**src/emb_pkg.sv**
```systemverilog
// shared constants and types of the external memory bus interface
package emb_pkg;

  // apb register indices; byte address is four times the index
  localparam logic [9:0] IDX_PAGE = 10'h092;
  localparam logic [9:0] IDX_CFG  = 10'h0A0;
  localparam logic [9:0] IDX_STAT = 10'h0A1;

  // configuration word field positions
  localparam int CFG_HIGH_GPIO_BIT = 0;
  localparam int CFG_LOW_GPIO_BIT  = 1;
  localparam int CFG_BOOT_EN_BIT   = 2;

  // status word field positions
  localparam int STAT_MODE_LSB = 0;
  localparam int STAT_EXT_BIT  = 2;
  localparam int STAT_BUSY_BIT = 3;

  // reset values
  localparam logic [7:0] CFG_RESET  = 8'h07;
  localparam logic [7:0] PAGE_RESET = 8'h00;

  // program and data address map
  localparam logic [15:0] FIRST_FETCH_ADDR = 16'h0000;
  localparam logic [15:0] BOOT_USER_BASE   = 16'hF800;
  localparam logic [15:0] BOOT_PROG_TOP    = 16'h0800;
  localparam int          INT_PROG_KB_DEF  = 32;
  localparam int          INT_DATA_B_DEF   = 1024;

  // read or write strobe length in clock cycles
  localparam int STROBE_CYCLES_DEF = 2;

  // operating mode, coded as {program strobe pin, latch strobe pin} at reset
  typedef enum logic [1:0] {
    MODE_RSVD     = 2'b00,
    MODE_SERIAL   = 2'b01,
    MODE_PARALLEL = 2'b10,
    MODE_USER     = 2'b11
  } emb_mode_e;

  // kind of request from the core
  typedef enum logic [1:0] {
    KIND_FETCH = 2'b00,
    KIND_READ  = 2'b01,
    KIND_WRITE = 2'b10
  } emb_kind_e;

  // bus cycle sequencer states
  typedef enum logic [5:0] {
    S_IDLE  = 6'b000001,
    S_ALE   = 6'b000010,
    S_ADR   = 6'b000100,
    S_SETUP = 6'b001000,
    S_STRB  = 6'b010000,
    S_HOLD  = 6'b100000
  } emb_fsm_e;

endpackage

```
**src/emb_ext_bus.sv**
```systemverilog
// external memory bus sequencer with apb configuration registers
`timescale 1ns/1ps

// Summary of operation
// - first fetch after any reset is taken from address 0000h
// - strap high: fetches beyond internal program size and outside boot rom go external, others internal
// - strap low at reset: every fetch goes external
// - internal program size is a 4k/8k/16k/32k parameter bounding internal fetches
// - user mode with boot rom enabled: boot rom answers F800h to FFFFh
// - programming mode: boot rom occupies lowest 2kB of program space
// - both port bits cleared: every address, internal or external, appears on ports
// - data phase of internal cycles shows zero on low port
// - external program reads use program read strobe only
// - external data reads and writes use the read and write strobes
// - fetches use 16-bit address; data moves use 16-bit or 8-bit address
// - 8-bit data moves keep page byte on high port all cycle
// - low port carries address low byte, then data byte
// - bus pins are driven push-pull in bus mode
// - address low byte is valid at falling edge of latch strobe
// - write data stands before write strobe and until after its release
// - read data is sampled just before the read strobe is released
// - access with ports in gpio mode leaves port values unchanged
// - port function bits change only in programming mode; default gpio
// - external fetch drives program counter high byte on high port
// - high port in bus use forces the strobe pins to strobe duty
// - strobe pins sampled at reset select serial, parallel, user or reserved mode
// - any reset leaves programming mode and selects the mode again
// - low port bit cleared: low port serves bus, strobes on port 3 pins
// - high port bit cleared: high port serves bus when low port bit is cleared too; set gives gpio
module emb_ext_bus
#(
  parameter int INT_PROG_KB   = emb_pkg::INT_PROG_KB_DEF,
  parameter int INT_DATA_B    = emb_pkg::INT_DATA_B_DEF,
  parameter int STROBE_CYCLES = emb_pkg::STROBE_CYCLES_DEF
)
(
  input  wire logic              pclk,
  input  wire logic              presetn,
  input  wire logic              psel,
  input  wire logic              penable,
  input  wire logic              pwrite,
  input  wire logic [11:0]       paddr,
  input  wire logic [31:0]       pwdata,
  output logic      [31:0]       prdata,
  output logic                   pready,
  output logic                   pslverr,
  input  wire logic              req_valid,
  input  wire emb_pkg::emb_kind_e req_kind,
  input  wire logic              req_short,
  input  wire logic [15:0]       req_addr,
  input  wire logic [7:0]        req_wdata,
  output logic                   req_ready,
  output logic                   resp_valid,
  output logic      [7:0]        resp_rdata,
  output logic                   resp_external,
  input  wire logic [7:0]        int_rdata,
  input  wire logic              external_fetch_select_n,
  input  wire logic [7:0]        low_bus_port_in,
  output logic      [7:0]        low_bus_port_out,
  output logic                   low_bus_port_oe,
  output logic      [7:0]        high_bus_port_out,
  output logic                   high_bus_port_oe,
  input  wire logic              ale_in,
  output logic                   ale_out,
  output logic                   ale_oe,
  input  wire logic              program_read_strobe_n_in,
  output logic                   program_read_strobe_n_out,
  output logic                   program_read_strobe_n_oe,
  output logic                   write_strobe_n,
  output logic                   read_strobe_n,
  output logic                   strobe_oe
);
  import emb_pkg::*;

  localparam logic [16:0] INT_PROG_TOP = 17'(INT_PROG_KB * 1024);
  localparam logic [16:0] INT_DATA_TOP = 17'(INT_DATA_B);
  localparam logic [2:0]  STRB_LOAD    = 3'(STROBE_CYCLES);

  typedef struct packed {
    emb_fsm_e    fsm;
    logic [2:0]  cnt;
    logic        sampled;
    emb_mode_e   mode;
    logic        ea_ext;
    logic        first_fetch;
    logic [7:0]  cfg;
    logic [7:0]  page;
    logic        pready;
    logic        pslverr;
    logic [31:0] prdata;
    logic        req_ready;
    logic        resp_valid;
    logic [7:0]  resp_rdata;
    logic        resp_external;
    logic [15:0] addr;
    logic [7:0]  wdata;
    logic        is_write;
    logic        is_fetch;
    logic        is_short;
    logic        is_ext;
    logic [7:0]  low_out;
    logic        low_oe;
    logic [7:0]  high_out;
    logic        high_oe;
    logic        ale;
    logic        pin_oe;
    logic        prog_n;
    logic        wr_n;
    logic        rd_n;
    logic        strobe_oe;
  } emb_state_s;

  localparam emb_state_s ST_RESET = '{
    fsm: S_IDLE, mode: MODE_USER, first_fetch: 1'b1, cfg: CFG_RESET, page: PAGE_RESET,
    prog_n: 1'b1, wr_n: 1'b1, rd_n: 1'b1, ale: 1'b0, default: '0};

  emb_state_s st;
  emb_state_s next_st;
  logic       low_en;
  logic       high_en;
  logic       prog_mode;
  logic       accept;
  logic [15:0] a_use;
  logic       route_ext;
  logic       boot_hit;

  ////////////////////////////////////////////////////////////////////////////
  // decode of the current configuration and request routing

  // ports serve the bus only while their gpio bits are cleared
  assign low_en    = ~st.cfg[CFG_LOW_GPIO_BIT];
  assign high_en   = ~st.cfg[CFG_HIGH_GPIO_BIT];
  assign prog_mode = (st.mode == MODE_SERIAL) || (st.mode == MODE_PARALLEL);
  assign accept    = req_valid & st.req_ready;

  // the very first fetch is forced to the reset vector
  assign a_use = (st.first_fetch && req_kind == KIND_FETCH) ? FIRST_FETCH_ADDR
                                                             : req_addr;

  // fetch and data targets; boot rom wins over flash below the strap override
  always_comb
  begin
    boot_hit  = 1'b0;
    route_ext = 1'b0;
    if (req_kind == KIND_FETCH)
    begin
      if (prog_mode)
        boot_hit = (a_use < BOOT_PROG_TOP);
      else
        boot_hit = st.cfg[CFG_BOOT_EN_BIT] && (a_use >= BOOT_USER_BASE);
      if (st.ea_ext)
        route_ext = 1'b1;
      else if (boot_hit)
        route_ext = 1'b0;
      else
        route_ext = ({1'b0, a_use} >= INT_PROG_TOP);
    end
    else
      route_ext = ({1'b0, a_use} >= INT_DATA_TOP);
  end

  ////////////////////////////////////////////////////////////////////////////
  // next state of the whole block

  always_comb
  begin
    next_st            = st;
    next_st.resp_valid = 1'b0;
    next_st.pready     = 1'b0;
    next_st.pslverr    = 1'b0;

    // mode straps are read in the first cycle after any reset release;
    // pins stay undriven until then so the straps are visible
    if (!st.sampled)
    begin
      next_st.sampled   = 1'b1;
      next_st.mode      = emb_mode_e'({program_read_strobe_n_in, ale_in});
      next_st.ea_ext    = ~external_fetch_select_n;
      next_st.pin_oe    = 1'b1;
      next_st.req_ready = 1'b1;
    end

    // strobe pins belong to the bus while either port serves it
    next_st.strobe_oe = low_en | high_en;

    // apb: answer in the second access cycle, write takes effect with it
    if (psel && penable && !st.pready)
    begin
      next_st.pready = 1'b1;
      next_st.prdata = 32'h0000_0000;
      case (paddr[11:2])
        IDX_PAGE: next_st.prdata[7:0] = st.page;
        IDX_CFG:  next_st.prdata[7:0] = st.cfg;
        IDX_STAT:
        begin
          next_st.prdata[STAT_MODE_LSB +: 2] = st.mode;
          next_st.prdata[STAT_EXT_BIT]       = st.ea_ext;
          next_st.prdata[STAT_BUSY_BIT]      = (st.fsm != S_IDLE);
        end
        default:  next_st.pslverr = 1'b1;
      endcase
      if (pwrite && paddr[11:2] == IDX_STAT)
        next_st.pslverr = 1'b1;
    end

    // writes land on the edge where the master sees pready, not before
    if (psel && penable && st.pready && pwrite)
    begin
      if (paddr[11:2] == IDX_PAGE)
        next_st.page = pwdata[7:0];
      // port function bits are locked outside programming mode
      if (paddr[11:2] == IDX_CFG && prog_mode)
        next_st.cfg = {5'h00, pwdata[2:0]};
    end

    // a port handed back to gpio stops being driven by the bus
    if (!low_en)
      next_st.low_oe = 1'b0;
    if (!high_en)
      next_st.high_oe = 1'b0;

    // bus cycle sequencer
    case (st.fsm)
      S_IDLE:
      begin
        if (accept)
        begin
          next_st.req_ready = 1'b0;
          next_st.addr      = a_use;
          next_st.wdata     = req_wdata;
          next_st.is_write  = (req_kind == KIND_WRITE);
          next_st.is_fetch  = (req_kind == KIND_FETCH);
          next_st.is_short  = req_short && (req_kind != KIND_FETCH);
          next_st.is_ext    = route_ext;
          if (req_kind == KIND_FETCH)
            next_st.first_fetch = 1'b0;
          if (low_en)
          begin
            // every address shows on the ports, internal or not
            next_st.fsm     = S_ALE;
            next_st.ale     = 1'b1;
            next_st.low_out = a_use[7:0];
            next_st.low_oe  = 1'b1;
            if (high_en)
            begin
              next_st.high_out = (req_short && req_kind != KIND_FETCH) ? st.page
                                                                       : a_use[15:8];
              next_st.high_oe  = 1'b1;
            end
          end
          else
          begin
            // ports in gpio use: pins untouched, answer at once
            next_st.resp_valid    = 1'b1;
            next_st.resp_external = route_ext;
            next_st.resp_rdata    = route_ext ? 8'hFF : int_rdata;
            next_st.req_ready     = 1'b1;
          end
        end
      end
      S_ALE:
      begin
        // address stays on the low port across the falling latch edge
        next_st.ale = 1'b0;
        next_st.fsm = S_ADR;
      end
      S_ADR:
      begin
        next_st.fsm = S_SETUP;
        if (!st.is_ext)
        begin
          next_st.low_out = 8'h00;
          next_st.low_oe  = 1'b1;
        end
        else if (st.is_write)
        begin
          next_st.low_out = st.wdata;
          next_st.low_oe  = 1'b1;
        end
        else
          next_st.low_oe = 1'b0;
      end
      S_SETUP:
      begin
        next_st.fsm = S_STRB;
        next_st.cnt = STRB_LOAD;
        // only external cycles wake the outside memory
        if (st.is_ext)
        begin
          next_st.prog_n = ~st.is_fetch;
          next_st.rd_n   = ~(~st.is_fetch & ~st.is_write);
          next_st.wr_n   = ~st.is_write;
        end
      end
      S_STRB:
      begin
        next_st.cnt = st.cnt - 3'd1;
        if (st.cnt <= 3'd1)
        begin
          next_st.fsm    = S_HOLD;
          next_st.prog_n = 1'b1;
          next_st.rd_n   = 1'b1;
          next_st.wr_n   = 1'b1;
          // sampled on the edge that releases the strobe
          next_st.resp_rdata = st.is_ext ? low_bus_port_in : int_rdata;
        end
      end
      S_HOLD:
      begin
        // write data is still held one cycle after the strobe rises
        next_st.fsm           = S_IDLE;
        next_st.resp_valid    = 1'b1;
        next_st.resp_external = st.is_ext;
        next_st.req_ready     = 1'b1;
        if (st.is_write)
          next_st.resp_rdata = 8'h00;
      end
      default:
      begin
        next_st.fsm       = S_IDLE;
        next_st.req_ready = 1'b1;
      end
    endcase
  end

  ////////////////////////////////////////////////////////////////////////////
  // state register; reset restarts mode selection as well

  always_ff @(posedge pclk or negedge presetn)
  begin
    if (!presetn)
      st <= ST_RESET;
    else
      st <= next_st;
  end

  // all outputs are fields of the state register
  assign prdata                    = st.prdata;
  assign pready                    = st.pready;
  assign pslverr                   = st.pslverr;
  assign req_ready                 = st.req_ready;
  assign resp_valid                = st.resp_valid;
  assign resp_rdata                = st.resp_rdata;
  assign resp_external             = st.resp_external;
  assign low_bus_port_out          = st.low_out;
  assign low_bus_port_oe           = st.low_oe;
  assign high_bus_port_out         = st.high_out;
  assign high_bus_port_oe          = st.high_oe;
  assign ale_out                   = st.ale;
  assign ale_oe                    = st.pin_oe;
  assign program_read_strobe_n_out = st.prog_n;
  assign program_read_strobe_n_oe  = st.pin_oe;
  assign write_strobe_n            = st.wr_n;
  assign read_strobe_n             = st.rd_n;
  assign strobe_oe                 = st.strobe_oe;
endmodule

```
**config.mk**
```make
export PLATFORM = sky130hd
export DESIGN_NAME = emb_ext_bus
export DESIGN_NICKNAME = d
export VERILOG_FILES = /design/src/emb_pkg.sv /design/src/emb_ext_bus.sv
export SDC_FILE = /design/constraint.sdc
export NUM_CORES = 1
export LEC_CHECK = 0
export BUFFER_PORTS_ARGS = -buffer_cell sky130_fd_sc_hd__buf_4
export CORE_MARGIN = 2
export CORE_UTILIZATION = 29
export DETAILED_ROUTE_END_ITERATION = 7
export MAX_ROUTING_LAYER = met4
export PLACE_DENSITY = 0.56
export SLEW_MARGIN = 25
export SYNTH_ARGS = -nofsm -noshare
export SYNTH_HDL_FRONTEND = slang
export SYNTH_SLANG_ARGS = --single-unit
```
**constraint.sdc**
```tcl
create_clock -name pclk -period 2.8 [get_ports pclk]
set_input_delay 0.56 -clock pclk [delete_from_list [all_inputs] [get_ports pclk]]
set_output_delay 0.56 -clock pclk [all_outputs]
set_load 0.005 [all_outputs]
```
==> out/qor.txt <==
STATUS
--------------------------------------------------------------------------------------------------
Run status                                                                            finished, final reports clean

CTS
--------------------------------------------------------------------------------------------------
Clock transition time at the flip-flop clock pins of the worst setup and hold paths        0.06 ns
Max Root-Sink Buffers                                                                            2
Clock buffer count from CTS                                                                      9
Number of hold-repair buffers added at the cts stage                                             0
Root buffer cell                                                                      sky130_fd_sc_hd__clkbuf_16
Resized Gates After CTS                                                                          0
CTS sink count                                                                                  81
Level count of the clock H-tree                                                                  3
CTS tree                                                                                       yes
Clock latency on the worst-skew pair                                                       0.33 ns
Postcts setup bufs                                                                               0

DRT
--------------------------------------------------------------------------------------------------
Drt initial violations                                                                          86
Remaining design rule violation count                                                            0
Post-detailed-route count of antenna-violating nets                                              0
Routed wirelength normalized by instance count                                             14.6 µm
Pre-Repair DR Iteration Count                                                                    4
Number of vias after detailed routing                                                         3129
Via-per-instance ratio                                                                        4.56
Wire length after detailed routing                                                         9990 µm

SETUP PATH
--------------------------------------------------------------------------------------------------
Setup slack on the worst flop-to-flop path                                                 0.54 ns
Path type of the worst setup path                                                     flop to flop
Worst-path cell with the longest stage delay                                          sky130_fd_sc_hd__or4_4
Critical path arrival                                                                      2.52 ns
CP bufs+invs                                                                                     0
List of cells traversed by the critical path                                          or4_4, nor4_4, and2_1, a221oi_1, a21oi_1
Maximum single-stage delay on the critical path                                            0.63 ns
Crit-path leading delay family                                                        simple AND/OR/NAND/NOR gates
Crit-path max FO                                                                                11
Type of origin of the critical path                                                           flop
End of the worst register-to-register path                                            low_bus_port_out[4]
Logic depth of the worst register-to-register path                                               5
CP Capture Type                                                                               flop
Reg2reg start                                                                              st[126]
Required arrival time at the worst endpoint                                                3.06 ns

FINAL LAYOUT
--------------------------------------------------------------------------------------------------
Fraction of final layout cells with drive strength greater than 1                            35.0%
Total inserted antenna cells                                                                     0
Area overhead of the layout relative to synthesis                                            24.4%
Final standard cell count with taps included and fillers excluded                              686
Total number of nets in the final design                                                       598
Fill cells                                                                                    1431

POWER AND IR DROP
--------------------------------------------------------------------------------------------------
Switch Pwr                                                                                 1310 µW
Proportion of power drawn by the clock network                                               29.5%
IR drop worst, VDD                                                                      0.000273 V
Internal cell power                                                                        2900 µW
Fraction of power consumed by combinational cells                                            29.2%
Share of power burned in registers                                                           41.4%
Total power divided by cell area                                                        807 nW/µm²
Leakage dissipation                                                                     0.00253 µW
Net switching share of the total power                                                       31.1%

TIMING
--------------------------------------------------------------------------------------------------
Pins over their slew limit                                                                       0
Clock period minus worst slack                                                             2.26 ns
RSZ-0062 raised after global routing                                                         false
Achievable clock frequency                                                                 442 MHz
Endpoints failing setup                                                                          0
Hold violation total from the final report                                                       0
Setup TNS Final                                                                               0 ns
Part of the cycle the worst path needs                                                       80.8%
Slew at the pin closest to its max-slew limit                                             0.741 ns
Slew headroom                                                                                50.5%
Worst clock skew                                                                        0.00627 ns

YOSYS
--------------------------------------------------------------------------------------------------
Post-Synthesis Mean Instance Area                                                         9.97 µm²
Gate Count Post-Synth                                                                          420
Top-area cell type share of the netlist area                                                 42.4%
Number of enable flip-flop cells after synthesis                                                 0
Most used flip-flop cell after synthesis                                              sky130_fd_sc_hd__dfrtp_1
Top cells by area, synth                                                              sky130_fd_sc_hd__dfrtp_1, sky130_fd_sc_hd__buf_4, sky130_fd_sc_hd__dfstp_2
Flops & latches, synth                                                                          81
Post-synth top cells                                                                  sky130_fd_sc_hd__dfrtp_1, sky130_fd_sc_hd__nand2_1, sky130_fd_sc_hd__buf_4, sky130_fd_sc_hd__mux2_2, sky130_fd_sc_hd__nor2_1
Synth Cell Area                                                                           4190 µm²
Cell accounting for the most synthesized area                                         sky130_fd_sc_hd__dfrtp_1
Number of library cell types mapped by synthesis                                                53
Synth Warn #                                                                                     0
Share of synthesized registers carrying an async set or reset                                 100%
Sequential area share after synthesis                                                        48.7%
Most frequent cell after synthesis                                                    sky130_fd_sc_hd__dfrtp_1

PLACE
--------------------------------------------------------------------------------------------------
HPWL reported at the end of detailed placement                                             7620 µm
Port Buffer Count                                                                              115
Placer Congestion                                                                            0.832
Placed Cells                                                                                   670

FLOORPLAN
--------------------------------------------------------------------------------------------------
Height of the die                                                                           124 µm
Core Region                                                                              14000 µm²
Row count                                                                                       43
Full die area                                                                            15400 µm²
Number of top-level design ports                                                               166
Die X-Extent                                                                                124 µm
Effective utilization at floorplan                                                           29.9%

FLOW RUN
--------------------------------------------------------------------------------------------------
Max capacitance violation total                                                                  0

HOLD PATH
--------------------------------------------------------------------------------------------------
Tightest Hold Check Type                                                              input pin to async pin

GLOBAL ROUTING
--------------------------------------------------------------------------------------------------
Antenna violations before repair                                                                 0
Maximum number of pins on one net before global-route repair                                    47
Global routing usage summed across all routing layers                                        13.7%
Wire length of the first global-routing pass                                              15700 µm
Number of global-route vias before repair                                                     3077
Total congestion overflow                                                                        0

[worst reg2reg max path: cells and delay by family, from the launching register on]
family             cells  cell delay [ns]
AOI/OAI and AO/OA      2             0.32
DFF                    1             0.49
and+or+nand+nor        3             1.38
[power by group through the flow]
| stage | combinational, µW | clock, µW | sequential (µW) |
|---|---|---|---|
| after floorplan | 978 | 0 | 1670 |
| after global placement | 1230 | 0 | 1750 |
| after detailed placement | 1250 | 0 | 1760 |
| after CTS | 1250 | 1280 | 1740 |
| after global routing | 1390 | 1340 | 1780 |
| final | 1230 | 1240 | 1740 |
[worst max path at each step]
stage	cells past startpoint	to	slack, ns	from
2_1_floorplan	6	resp_external	0.81	st[124]
3_3_place_gp	6	resp_external	0.43	req_addr[14]
3_5_place_dp	6	resp_external	0.40	req_addr[14]
4_1_cts	5	low_bus_port_out[4]	0.50	st[126]
5_1_grt	5	high_bus_port_out[5]	0.39	st[126]
6_report	5	low_bus_port_out[4]	0.54	st[126]
[kinds of logic after synthesis]
| group | share of synthesized area, % |
|---|---|
| multiplexers | 7.53 |
| AO/OA/AOI/OAI | 10.6 |
| XOR/XNOR | 0.418 |
| other | 0.179 |
| flip-flops | 48.7 |
| adder cells (fa/ha/maj) | 0.299 |
| buffers and inverters | 14.0 |
| AND/OR/NAND/NOR | 18.2 |
[state kept, by name, summed over array words and instances, names as in the netlist, 8 cells and up]
signal             cells
st                    36
high_bus_port_out      8
low_bus_port_out       8
prdata                 8
resp_rdata             8
[stage by stage]
step                setup WS, ns  util, %  total power (µW)  cell area, µm²  hold WS, ns
finish                     0.538     37.2              4200            5210        0.224
floorplan                  0.807        -              2650            4270        0.264
global route               0.386     37.2              4500            5210        0.264
detailed placement         0.402     35.0              3020            4890        0.461
global placement           0.435     35.0              2980            4890        0.454
CTS                        0.496     37.2              4270            5210        0.245
[cells in the final DEF, fill, tap and decap left out, types with 3 or more instances in the layout]
cell type                     n
sky130_fd_sc_hd__a21oi_1     18
sky130_fd_sc_hd__a221oi_1    10
sky130_fd_sc_hd__a22oi_1      7
sky130_fd_sc_hd__and2_1       4
sky130_fd_sc_hd__buf_4      122
sky130_fd_sc_hd__clkbuf_16    9
sky130_fd_sc_hd__clkbuf_8     3
sky130_fd_sc_hd__conb_1      25
sky130_fd_sc_hd__dfrtp_1     71
sky130_fd_sc_hd__dfstp_2     10
sky130_fd_sc_hd__inv_1       17
sky130_fd_sc_hd__mux2_2      20
sky130_fd_sc_hd__mux2i_1      9
sky130_fd_sc_hd__nand2_1     63
sky130_fd_sc_hd__nand2b_1     5
sky130_fd_sc_hd__nand3_1     13
sky130_fd_sc_hd__nand3b_1     5
sky130_fd_sc_hd__nand4_1      4
sky130_fd_sc_hd__nor2_1      19
sky130_fd_sc_hd__nor2b_1      3
sky130_fd_sc_hd__nor3b_1      4
sky130_fd_sc_hd__o21ai_0     15
sky130_fd_sc_hd__o31ai_1      5
sky130_fd_sc_hd__or3_1        5
[layout make-up]
cell class | instances | area, µm² | area share, %
inverters | 17 | 63.8 | 1.23
repair buffers | 122 | 916 | 17.6
clock inverters | 4 | 50.0 | 0.961
well taps | 180 | 225 | 4.32
clock buffers | 12 | 267 | 5.12
multi-input cells | 270 | 1650 | 31.6
flip-flops and latches | 81 | 2040 | 39.2
[per-layer routing]
| layer | global-route usage, % | wire, µm | vias to the layer above |
|---|---|---|---|
| met5 | - | 0 | - |
| met4 | 5.34 | 187 | 0 |
| met3 | 2.98 | 418 | 12 |
| li1 | - | - | 1524 |
| met2 | 21.3 | 4770 | 89 |
| met1 | 17.5 | 4620 | 1504 |
(Power assumes the default switching activity.)
